<file path="config.mk">
export PLATFORM = sky130hd
export DESIGN_NAME = ccpb_top
export DESIGN_NICKNAME = d
export VERILOG_FILES = /design/src/common/ccpb_pkg.sv /design/src/rtl/ccpb_top.sv /design/src/rtl/ccpb_period_base.sv /design/src/rtl/ccpb_dead_band.sv
export SDC_FILE = /design/constraint.sdc
export NUM_CORES = 1
export LEC_CHECK = 0
export ABC_CLOCK_PERIOD_IN_PS = 3900
export BUFFER_PORTS_ARGS = -buffer_cell sky130_fd_sc_hd__buf_2
export CAP_MARGIN = 20
export CORE_MARGIN = 3
export CORE_UTILIZATION = 48
export DETAILED_ROUTE_END_ITERATION = 10
export PLACE_DENSITY_LB_ADDON = 0.2
export SLEW_MARGIN = 20
export SYNTH_ARGS = -nofsm -noshare
export SYNTH_HDL_FRONTEND = slang
export SYNTH_HIERARCHICAL = 1
export SYNTH_SLANG_ARGS = --single-unit
export TNS_END_PERCENT = 20
</file>
<file path="constraint.sdc">
create_clock -name sys_clk -period 3.9 [get_ports sys_clk]
set_input_delay 0.195 -clock sys_clk [delete_from_list [all_inputs] [get_ports sys_clk]]
set_output_delay 0.195 -clock sys_clk [all_outputs]
set_load 0.03 [all_outputs]
</file>
<file path="src/common/ccpb_pkg.sv">
// ============================================================
// shared constants and types for the compare / bridge pwm block
package ccpb_pkg;

    // ============================================================
    // register offsets on the plain register port
    localparam logic [3:0] CCPB_ADDR_CTRL = 4'h0;   // module_control_register
    localparam logic [3:0] CCPB_ADDR_CMP_LO = 4'h1; // compare_value_pair low byte
    localparam logic [3:0] CCPB_ADDR_CMP_HI = 4'h2; // compare_value_pair high byte
    localparam logic [3:0] CCPB_ADDR_DUTY = 4'h3;   // duty bits 9:2
    localparam logic [3:0] CCPB_ADDR_PERIOD = 4'h4; // period of the period_timer
    localparam logic [3:0] CCPB_ADDR_DEAD = 4'h5;   // dead_band_register
    localparam logic [3:0] CCPB_ADDR_STEER = 4'h6;  // pulse steering enables
    localparam logic [3:0] CCPB_ADDR_TCFG = 4'h7;   // timer configuration
    localparam logic [3:0] CCPB_ADDR_DIR = 4'h8;    // pin_direction_bits
    localparam logic [3:0] CCPB_ADDR_STAT = 4'h9;   // sticky flags, write one to clear
    localparam logic [3:0] CCPB_ADDR_TCNT = 4'hA;   // period_timer count, read only

    // ============================================================
    // field positions
    localparam int CCPB_CTRL_CFG_LSB = 6;     // output_config_field 7:6
    localparam int CCPB_CTRL_DLSB_LSB = 4;    // duty bits 1:0 at 5:4
    localparam int CCPB_TCFG_ON = 3;          // period timer runs
    localparam int CCPB_TCFG_SEL = 2;         // 0 time_base_one, 1 time_base_three
    localparam int CCPB_STAT_EVT = 0;         // module_event_flag
    localparam int CCPB_STAT_PER = 1;         // period_timer_flag

    // ============================================================
    // reset values
    localparam logic [7:0] CCPB_RST_ZERO = 8'h00;
    localparam logic [7:0] CCPB_RST_PERIOD = 8'hFF;
    localparam logic [3:0] CCPB_RST_DIR = 4'hF;     // all pins inputs

    // ============================================================
    // mode_select_field codes
    localparam logic [3:0] CCPB_MODE_OFF = 4'h0;
    localparam logic [3:0] CCPB_MODE_TOGGLE = 4'h2;
    localparam logic [3:0] CCPB_MODE_SET = 4'h8;
    localparam logic [3:0] CCPB_MODE_CLEAR = 4'h9;
    localparam logic [3:0] CCPB_MODE_SOFT = 4'hA;
    localparam logic [3:0] CCPB_MODE_TRIG = 4'hB;

    // output_config_field codes
    localparam logic [1:0] CCPB_CFG_SINGLE = 2'h0;
    localparam logic [1:0] CCPB_CFG_FWD = 2'h1;
    localparam logic [1:0] CCPB_CFG_HALF = 2'h2;
    localparam logic [1:0] CCPB_CFG_REV = 2'h3;

    // pwm start-up sequencing
    typedef enum logic [1:0] {
        CCPB_PWM_IDLE = 2'b00,
        CCPB_PWM_WAIT = 2'b01,
        CCPB_PWM_RUN = 2'b10
    } ccpb_pwm_e;

    // the four bridge outputs travel together
    typedef struct packed {
        logic a;
        logic b;
        logic c;
        logic d;
    } ccpb_pins_s;

endpackage

</file>
<file path="src/rtl/ccpb_top.sv">
`timescale 1ns/10ps
// What this block does
// - compare value checked against selected 16-bit timer
// - match applies pin action and sets event flag
// - codes toggle, start-low-set, start-high-clear
// - zero control write clears compare latch low
// - code 1010 only sets the event flag
// - code 1011 pulse clears assigned timer
// - trigger starts conversion if converter enabled
// - four pwm outputs, 10-bit duty
// - time base is timer byte plus two bits
// - config field picks single, half, full bridge
// - single mode drives only steered outputs
// - pwm waits for new period before starting
// - half bridge: A pwm, B complement
// - dead band delays each rising edge
// - forward: A active, D modulated
// - reverse: C active, B modulated
// - direction flip: B/D off, A/C swap early
// - early swap one prescale of oscillator ticks
// - no dead band in full bridge
// - low mode bits set pair polarities
// - codes 1100-1111 are pwm with polarity
// - period flag set as each period after the first begins
module ccpb_top (
    // clock and reset
    input wire logic sys_clk,
    input wire logic rst_n,
    // register port
    input wire logic [3:0] reg_addr,
    input wire logic [7:0] reg_wdata,
    input wire logic reg_wr,
    input wire logic reg_rd,
    output logic [7:0] reg_rdata,
    // compare time bases and converter
    input wire logic [15:0] time_base_one,
    input wire logic [15:0] time_base_three,
    input wire logic adc_enabled,
    output logic clear_time_base_one,
    output logic clear_time_base_three,
    output logic adc_start,
    // status
    output logic module_event_flag,
    output logic period_timer_flag,
    // output pins
    output ccpb_pkg::ccpb_pins_s pin_out,
    output ccpb_pkg::ccpb_pins_s pin_oe
);
    import ccpb_pkg::*;

    // ============================================================
    // registers written by software
    logic [7:0] ctrl_reg;        // cfg, duty low bits, mode
    logic [15:0] cmp_reg;        // compare_value_pair
    logic [7:0] duty_reg;        // duty bits 9:2
    logic [7:0] period_reg;
    logic [6:0] dead_reg;        // dead_band_count
    logic [3:0] steer_reg;       // single mode steering a..d in bits 0..3
    logic [3:0] tcfg_reg;        // on, select, prescale
    logic [3:0] dir_reg;         // pin_direction_bits, 1 = input

    // ============================================================
    // internal state
    logic evt_flag_reg;
    logic per_flag_reg;
    logic cmp_latch_reg;         // compare output latch, not the port latch
    logic match_prev_reg;
    logic [1:0] q_reg;           // quarter cycle of the instruction clock
    logic [9:0] duty_act_reg;    // duty taken at period start
    logic dir_act_reg;           // direction taken at period start
    ccpb_pwm_e pwm_state_reg;
    ccpb_pwm_e pwm_state_next;

    // ============================================================
    // decoded fields
    logic [3:0] mode;
    logic [1:0] cfg;
    logic pwm_mode;
    logic cmp_mode;
    logic [15:0] sel_count;
    logic match_now;
    logic match_evt;
    logic ctrl_wr;
    logic stat_wr;
    logic [7:0] tcnt;
    logic [9:0] tb;
    logic per_start;
    logic early;
    logic raw_pwm;
    logic db_a;
    logic db_b;
    logic cycle_tick;
    logic dir_pending;
    ccpb_pins_s act;              // active-high pin levels before polarity
    ccpb_pins_s use_pins;         // pins owned by the current mode

    assign mode = ctrl_reg[3:0];
    assign cfg = ctrl_reg[CCPB_CTRL_CFG_LSB +: 2];
    assign pwm_mode = (mode[3:2] == 2'h3);
    assign cmp_mode = (mode == CCPB_MODE_TOGGLE) || (mode[3:2] == 2'h2);
    assign ctrl_wr = reg_wr && (reg_addr == CCPB_ADDR_CTRL);
    assign stat_wr = reg_wr && (reg_addr == CCPB_ADDR_STAT);
    assign cycle_tick = (q_reg == 2'h3);
    assign dir_pending = (cfg[1] != dir_act_reg);

    // ============================================================
    // register writes
    // one process for all the software registers keeps the decode readable
    always_ff @(posedge sys_clk or negedge rst_n) begin
        if (!rst_n) begin
            ctrl_reg <= CCPB_RST_ZERO;
            cmp_reg <= 16'h0000;
            duty_reg <= CCPB_RST_ZERO;
            period_reg <= CCPB_RST_PERIOD;
            dead_reg <= 7'h00;
            steer_reg <= 4'h1;
            tcfg_reg <= 4'h0;
            dir_reg <= CCPB_RST_DIR;
        end else if (reg_wr) begin
            unique case (reg_addr)
                CCPB_ADDR_CTRL: ctrl_reg <= reg_wdata;
                CCPB_ADDR_CMP_LO: cmp_reg[7:0] <= reg_wdata;
                CCPB_ADDR_CMP_HI: cmp_reg[15:8] <= reg_wdata;
                CCPB_ADDR_DUTY: duty_reg <= reg_wdata;
                CCPB_ADDR_PERIOD: period_reg <= reg_wdata;
                CCPB_ADDR_DEAD: dead_reg <= reg_wdata[6:0];
                CCPB_ADDR_STEER: steer_reg <= reg_wdata[3:0];
                CCPB_ADDR_TCFG: tcfg_reg <= reg_wdata[3:0];
                CCPB_ADDR_DIR: dir_reg <= reg_wdata[3:0];
                default: ;  // status and count handled elsewhere
            endcase
        end
    end

    // ============================================================
    // register reads, data one cycle after the strobe
    always_ff @(posedge sys_clk or negedge rst_n) begin
        if (!rst_n) begin
            reg_rdata <= 8'h00;
        end else if (reg_rd) begin
            unique case (reg_addr)
                CCPB_ADDR_CTRL: reg_rdata <= ctrl_reg;
                CCPB_ADDR_CMP_LO: reg_rdata <= cmp_reg[7:0];
                CCPB_ADDR_CMP_HI: reg_rdata <= cmp_reg[15:8];
                CCPB_ADDR_DUTY: reg_rdata <= duty_reg;
                CCPB_ADDR_PERIOD: reg_rdata <= period_reg;
                CCPB_ADDR_DEAD: reg_rdata <= {1'b0, dead_reg};
                CCPB_ADDR_STEER: reg_rdata <= {4'h0, steer_reg};
                CCPB_ADDR_TCFG: reg_rdata <= {4'h0, tcfg_reg};
                CCPB_ADDR_DIR: reg_rdata <= {4'h0, dir_reg};
                CCPB_ADDR_STAT: reg_rdata <= {6'h00, per_flag_reg, evt_flag_reg};
                CCPB_ADDR_TCNT: reg_rdata <= tcnt;
                default: reg_rdata <= 8'h00;  // unmapped reads as zero
            endcase
        end else begin
            reg_rdata <= 8'h00;
        end
    end

    // ============================================================
    // compare against the selected time base
    // the timer must be synchronous to sys_clk or matches may be missed
    assign sel_count = tcfg_reg[CCPB_TCFG_SEL] ? time_base_three : time_base_one;
    assign match_now = cmp_mode && (sel_count == cmp_reg);
    // only the first cycle of an equal run counts, so a slow timer fires once
    assign match_evt = match_now && !match_prev_reg;

    // remembers equality from the previous cycle
    always_ff @(posedge sys_clk or negedge rst_n) begin
        if (!rst_n) begin
            match_prev_reg <= 1'b0;
        end else begin
            match_prev_reg <= match_now;
        end
    end

    // compare output latch
    always_ff @(posedge sys_clk or negedge rst_n) begin
        if (!rst_n) begin
            cmp_latch_reg <= 1'b0;
        end else if (ctrl_wr && (reg_wdata == CCPB_RST_ZERO)) begin
            cmp_latch_reg <= 1'b0;
        end else if (ctrl_wr && (reg_wdata[3:0] == CCPB_MODE_SET)) begin
            cmp_latch_reg <= 1'b0;
        end else if (ctrl_wr && (reg_wdata[3:0] == CCPB_MODE_CLEAR)) begin
            cmp_latch_reg <= 1'b1;
        end else if (match_evt) begin
            // pin action chosen by the mode
            unique case (mode)
                CCPB_MODE_TOGGLE: cmp_latch_reg <= !cmp_latch_reg;
                CCPB_MODE_SET: cmp_latch_reg <= 1'b1;
                CCPB_MODE_CLEAR: cmp_latch_reg <= 1'b0;
                default: ;  // soft and trigger modes leave the pin
            endcase
        end
    end

    // sticky flags; hardware set wins over a clear in the same cycle
    always_ff @(posedge sys_clk or negedge rst_n) begin
        if (!rst_n) begin
            evt_flag_reg <= 1'b0;
            per_flag_reg <= 1'b0;
        end else begin
            if (match_evt) begin
                evt_flag_reg <= 1'b1;
            end else if (stat_wr && reg_wdata[CCPB_STAT_EVT]) begin
                evt_flag_reg <= 1'b0;
            end
            if (per_start) begin
                per_flag_reg <= 1'b1;
            end else if (stat_wr && reg_wdata[CCPB_STAT_PER]) begin
                per_flag_reg <= 1'b0;
            end
        end
    end

    // special event trigger pulses
    always_ff @(posedge sys_clk or negedge rst_n) begin
        if (!rst_n) begin
            clear_time_base_one <= 1'b0;
            clear_time_base_three <= 1'b0;
            adc_start <= 1'b0;
        end else begin
            clear_time_base_one <= match_evt && (mode == CCPB_MODE_TRIG)
                && !tcfg_reg[CCPB_TCFG_SEL];
            clear_time_base_three <= match_evt && (mode == CCPB_MODE_TRIG)
                && tcfg_reg[CCPB_TCFG_SEL];
            // a disabled converter ignores the trigger
            adc_start <= match_evt && (mode == CCPB_MODE_TRIG) && adc_enabled;
        end
    end

    // ============================================================
    // pwm time base
    ccpb_period_base u_period (
        .sys_clk(sys_clk),
        .rst_n(rst_n),
        .run(tcfg_reg[CCPB_TCFG_ON]),
        .period(period_reg),
        .presc_sel(tcfg_reg[1:0]),
        .count(tcnt),
        .time_base(tb),
        .period_start(per_start),
        .early_window(early)
    );

    // instruction cycle phase for dead-band counting
    always_ff @(posedge sys_clk or negedge rst_n) begin
        if (!rst_n) begin
            q_reg <= 2'h0;
        end else begin
            q_reg <= q_reg + 2'h1;
        end
    end

    // start-up: enable only takes effect at a period boundary
    always_comb begin
        pwm_state_next = pwm_state_reg;
        unique case (pwm_state_reg)
            CCPB_PWM_IDLE: if (pwm_mode) pwm_state_next = CCPB_PWM_WAIT;
            CCPB_PWM_WAIT: begin
                if (!pwm_mode) begin
                    pwm_state_next = CCPB_PWM_IDLE;
                end else if (per_start) begin
                    pwm_state_next = CCPB_PWM_RUN;
                end
            end
            CCPB_PWM_RUN: if (!pwm_mode) pwm_state_next = CCPB_PWM_IDLE;
            default: pwm_state_next = CCPB_PWM_IDLE;
        endcase
    end

    // state updates every cycle; duty and direction are taken at each period start and while idle
    always_ff @(posedge sys_clk or negedge rst_n) begin
        if (!rst_n) begin
            pwm_state_reg <= CCPB_PWM_IDLE;
            duty_act_reg <= 10'h000;
            dir_act_reg <= 1'b0;
        end else begin
            pwm_state_reg <= pwm_state_next;
            if (per_start || (pwm_state_reg == CCPB_PWM_IDLE)) begin
                duty_act_reg <= {duty_reg, ctrl_reg[CCPB_CTRL_DLSB_LSB +: 2]};
                dir_act_reg <= cfg[1];
            end
        end
    end

    // 10-bit duty comparison
    assign raw_pwm = (pwm_state_reg == CCPB_PWM_RUN) && (tb < duty_act_reg);

    // dead band only in half bridge
    ccpb_dead_band u_db_a (
        .sys_clk(sys_clk),
        .rst_n(rst_n),
        .enable(cfg == CCPB_CFG_HALF),
        .cycle_tick(cycle_tick),
        .delay(dead_reg),
        .sig_in(raw_pwm),
        .sig_out(db_a)
    );

    ccpb_dead_band u_db_b (
        .sys_clk(sys_clk),
        .rst_n(rst_n),
        .enable(cfg == CCPB_CFG_HALF),
        .cycle_tick(cycle_tick),
        .delay(dead_reg),
        .sig_in((pwm_state_reg == CCPB_PWM_RUN) && !raw_pwm),
        .sig_out(db_b)
    );

    // ============================================================
    // output mode mapping, active-high levels
    always_comb begin
        act = '0;
        use_pins = '0;
        unique case (cfg)
            CCPB_CFG_SINGLE: begin
                act = {4{raw_pwm}} & {steer_reg[0], steer_reg[1], steer_reg[2],
                    steer_reg[3]};
                use_pins = {steer_reg[0], steer_reg[1], steer_reg[2], steer_reg[3]};
            end
            CCPB_CFG_HALF: begin
                act.a = db_a;
                act.b = db_b;
                use_pins = 4'b1100;
            end
            default: begin
                use_pins = 4'b1111;
                if (dir_pending && early) begin
                    // next direction drives early; modulated pair held off
                    act.a = !cfg[1];
                    act.c = cfg[1];
                end else if (dir_pending) begin
                    act.a = !dir_act_reg;
                    act.c = dir_act_reg;
                end else if (!dir_act_reg) begin
                    act.a = (pwm_state_reg == CCPB_PWM_RUN);
                    act.d = raw_pwm;
                end else begin
                    act.c = (pwm_state_reg == CCPB_PWM_RUN);
                    act.b = raw_pwm;
                end
            end
        endcase
    end

    // pins: polarity per pair in pwm, compare latch otherwise
    // polarity is applied live; software changes it only with drivers off
    always_ff @(posedge sys_clk or negedge rst_n) begin
        if (!rst_n) begin
            pin_out <= '0;
            pin_oe <= '0;
        end else if (pwm_mode) begin
            pin_out.a <= act.a ^ mode[1];
            pin_out.c <= act.c ^ mode[1];
            pin_out.b <= act.b ^ mode[0];
            pin_out.d <= act.d ^ mode[0];
            pin_oe <= use_pins & ~{dir_reg[0], dir_reg[1], dir_reg[2], dir_reg[3]};
        end else begin
            pin_out <= {cmp_latch_reg, 3'b000};
            // soft interrupt mode hands the pin back to the port
            pin_oe <= {cmp_mode && (mode != CCPB_MODE_SOFT) && !dir_reg[0], 3'b000};
        end
    end

    // flags out as plain levels
    always_ff @(posedge sys_clk or negedge rst_n) begin
        if (!rst_n) begin
            module_event_flag <= 1'b0;
            period_timer_flag <= 1'b0;
        end else begin
            module_event_flag <= evt_flag_reg;
            period_timer_flag <= per_flag_reg;
        end
    end

endmodule

</file>
<file path="src/rtl/ccpb_period_base.sv">
`timescale 1ns/10ps
// ============================================================
// period timer with prescaler, forming the 10-bit pwm time base
module ccpb_period_base (
    // clock and reset
    input wire logic sys_clk,
    input wire logic rst_n,
    // control
    input wire logic run,
    input wire logic [7:0] period,
    input wire logic [1:0] presc_sel,
    // time base
    output logic [7:0] count,
    output logic [9:0] time_base,
    output logic period_start,
    output logic early_window
);
    import ccpb_pkg::*;

    logic [5:0] pc_reg;   // sub-count of oscillator ticks
    logic [2:0] shift;    // log2 of prescale value
    logic [5:0] pc_max;
    logic [5:0] last_part;

    // prescale 1, 4 or 16 times one instruction cycle
    always_comb begin
        shift = (presc_sel == 2'h0) ? 3'h0 : ((presc_sel == 2'h1) ? 3'h2 : 3'h4);
        pc_max = 6'(({4'h0, 2'h3} << shift) | ((6'h01 << shift) - 6'h01));
        last_part = 6'(6'h03 << shift);
    end

    // low bits are the quarter-cycle clock at prescale 1, else prescaler top bits
    assign time_base = {count, 2'(pc_reg >> shift)};
    // last prescale-value oscillator ticks of the period
    assign early_window = (count == period) && (pc_reg >= last_part);

    // counting; the start pulse marks the first tick of each period after a rollover, not of the first period after run
    always_ff @(posedge sys_clk or negedge rst_n) begin
        if (!rst_n) begin
            pc_reg <= 6'h00;
            count <= 8'h00;
            period_start <= 1'b0;
        end else if (!run) begin
            pc_reg <= 6'h00;
            count <= 8'h00;
            period_start <= 1'b0;
        end else begin
            period_start <= 1'b0;
            if (pc_reg >= pc_max) begin
                pc_reg <= 6'h00;
                if (count == period) begin
                    count <= 8'h00;
                    period_start <= 1'b1;
                end else begin
                    count <= count + 8'h01;
                end
            end else begin
                pc_reg <= pc_reg + 6'h01;
            end
        end
    end

endmodule

</file>
<file path="src/rtl/ccpb_dead_band.sv">
`timescale 1ns/10ps
// ============================================================
// delays the inactive-to-active edge by a count of instruction cycles
module ccpb_dead_band (
    // clock and reset
    input wire logic sys_clk,
    input wire logic rst_n,
    // control
    input wire logic enable,
    input wire logic cycle_tick,
    input wire logic [6:0] delay,
    // signal
    input wire logic sig_in,
    output logic sig_out
);
    logic [6:0] cnt_reg;  // instruction cycles waited so far

    // a falling input cancels the wait, so a delay past the duty never goes active
    always_ff @(posedge sys_clk or negedge rst_n) begin
        if (!rst_n) begin
            cnt_reg <= 7'h00;
            sig_out <= 1'b0;
        end else if (!enable || !sig_in) begin
            cnt_reg <= 7'h00;
            sig_out <= enable ? 1'b0 : sig_in;
        end else if (!sig_out) begin
            if (cnt_reg >= delay) begin
                sig_out <= 1'b1;
            end else if (cycle_tick) begin
                cnt_reg <= cnt_reg + 7'h01;
            end
        end
    end

endmodule

</file>
==> results.yml <==
route:
  vias: 5819
  dr.pass1.iters: 5
  postRouteAntennaNets: 0
  wl_per_cell_um: 19.90
  dr.first_iter.drc_count: 584
  drt_wl_total_um: 19750
  m1WireLength_um: 8699
  wl_met3_um: 1246
  met2_length_um: 9431
  viasPerCell: 5.866
  post-route-drc-count: 0
  highest_layer: "met4"
global_route:
  first_global_vias: 5823
  grt_max_degree: 72
  grt_pass1_wl_um: 31940
  antenna_found_initial: 0
  grt-ovfl-total: 0
  track_usage_pct: 23.56
cells_and_area:
  num-fill-cells: 1305
  largest_register_ff_count: 16
  nNetsFinal: 853
  area_delta_synth_final_pct: 14.31
  finalNonFillerCells: 992
  diodes: 0
  layout-drive-gt1-share_pct: 25.99
  fin_area_sq_um: 8603
status:
  status: "complete, no violations"
timing:
  finalSetupViolCount: 0
  rsz0062_at_grt: "no"
  fmax_mhz: 355.7
  fin_skew_ns: 0.01235
  fin_ws_ns: 1.088
  fin_crit_sh_pct: 72.09
  tightest_slew_ns: 0.9114
  final.setup.tns_ns: 0
  period_needed_ns: 2.812
  relSlewSlack_pct: 39.24
  drv_slew: 0
  holdWs_ns: 0.1408
  hold_viol: 0
place:
  place_hpwl_um: 14180
  gp_congestion: 0.8761
  io_buffers: 69
  place_area_sq_um: 7966
  dpl_worst_slack_ns: 1.114
  dp_cells: 958
yosys:
  synth_top_area_cell: "dfrtp_1"
  synth.distinct_cells: 62
  yosysMostFrequentCell: "dfrtp_1"
  syn_avg_cell_area_sq_um: 10.53
  syn_inst: 715
  synth-edff-count: 0
  synth_top_area_share_pct: 38.90
  syn-num-nets: 800
  yosysWarnings: 6
  synth_area_sq_um: 7526
  synth_flop_cell: "dfrtp_1"
  synth_area_leaders: "dfrtp_1, mux2_2, ha_1, dfstp_2, mux2i_1"
  yosys_register_bits: 130
  synthTopCellsByCount: "dfrtp_1, mux2_2, nor2_1"
  yosysSeqAreaShare_pct: 43.44
  async_flop_share_pct: 100.0
setup_path:
  cp-end-kind: "flip-flop"
  critical_path_class: "flip-flop to flip-flop"
  required_ns: 4.20
  worstPathArrival_ns: 3.11
  start_kind: "flip-flop"
  crit_fanout: 9
  r2r_cells: 12
floorplan:
  die_h_um: 131.2
  fp.dieArea_sq_um: 17220
  start_util_pct: 49.32
  core_area_sq_um: 15260
  die_w_um: 131.2
  row_count: 45
  io_pins: 70
clock_network:
  cts.sinks: 130
  cts-buffers-inserted: 17
  clk_latency_ns: 0.43
  clock_path_buffers: 2
  cts-root-buf: "clkbuf_16"
  cts_tree: "yes"
  postCtsResizedCells: 0
  htreeDepth: 4
  clkTransAtPathRegs_ns: 0.06
pwr:
  total_leakage_power_nw: 3.826
  peakVddDrop_mv: 0.3424
  p_per_area_nw_per_um2: 521.9
hold_path:
  whs_path_depth: 2
  hp-class: "primary input to flip-flop"
flow_run:
  drv_cap: 0
## per-layer routing
layer  vias up  track usage (%)
li1       2670                -
met1      2894            32.04
met2       222            37.90
met3        33            5.283
met4         0            7.235
met5         -                0
## layout make-up
cell class / count / area, sq um / share of cell area (%)
multi-input cells: 507 / 3920 / 45.56
well taps: 211 / 264.0 / 3.069
inverters: 38 / 142.6 / 1.658
flip-flops and latches: 130 / 3269 / 38.00
clock buffers: 19 / 442.9 / 5.148
repair buffers: 74 / 390.4 / 4.538
clock inverters: 13 / 173.9 / 2.022
## worst paths after layout
kind                               from          end  slack, ns
setup / recovery            tcfg_reg[1]   pin_out[3]       1.09
hold / removal             reg_wdata[6]   cmp_reg[6]       0.14
setup reg to reg            tcfg_reg[1]   pin_out[3]       1.09
hold reg to reg                q_reg[0]     q_reg[0]       0.43
max in group asynchronous         rst_n   dir_reg[3]       2.43
min in group asynchronous         rst_n  tcfg_reg[3]       0.46
## through the flow
step | util (%) | power, mW
2_1_floorplan | - | 2.489
3_3_place_gp | 52.21 | 2.786
3_5_place_dp | 52.21 | 2.825
4_1_cts | 56.38 | 4.504
5_1_grt | 56.38 | 4.708
6_report | 56.38 | 4.490
## cell usage in the layout (no fill, tap or decap), types with 5 or more instances in the layout
cell	count
nor2_1	49
ha_1	36
nand2_1	43
nand3_1	23
buf_2	68
mux2i_1	30
o21ai_0	27
a32oi_1	6
xor2_1	6
nand4_1	8
inv_1	38
nor3_1	13
clkbuf_16	17
a22oi_1	9
mux2_2	63
nor2b_1	19
a21oi_1	21
xnor2_1	32
a211oi_1	12
nand2b_1	5
o21ai_1	5
nor4_1	7
dfstp_2	13
dfrtp_1	117
and3_1	13
a31oi_1	9
## critical path: stages, from the launching register on
cell and delay (ns):
dfrtp_1 0.45, nor2_1 0.27, ha_1 0.29, nand2b_1 0.14, a21o_1 0.17, a211oi_1 0.24
o21bai_1 0.11, a21oi_1 0.18, nor3_1 0.10, o211ai_1 0.21, o221ai_1 0.19, a22oi_1 0.21
nand3_1 0.10
## what timing repair did
item / 4_1_cts / 5_1_grt
endpoints found under the hold margin: 62 / 0
hold buffers: 2 / 0
setup buffers: 0 / 0
## where the power goes
group	switching, mW	internal (mW)	leakage (nW)
combinational	0.516	0.441	1.87
clock	0.633	1.03	0.291
sequential	0.289	1.58	1.66
## cell families after synthesis
| family | share of synthesized area, % |
|---|---|
| mux | 14.61 |
| flops | 43.44 |
| simple gates | 13.90 |
| xor+xnor | 4.422 |
| compound gates | 13.17 |
| fa+ha+maj | 5.985 |
| buf+inv | 4.472 |
(Power assumes the default switching activity.)
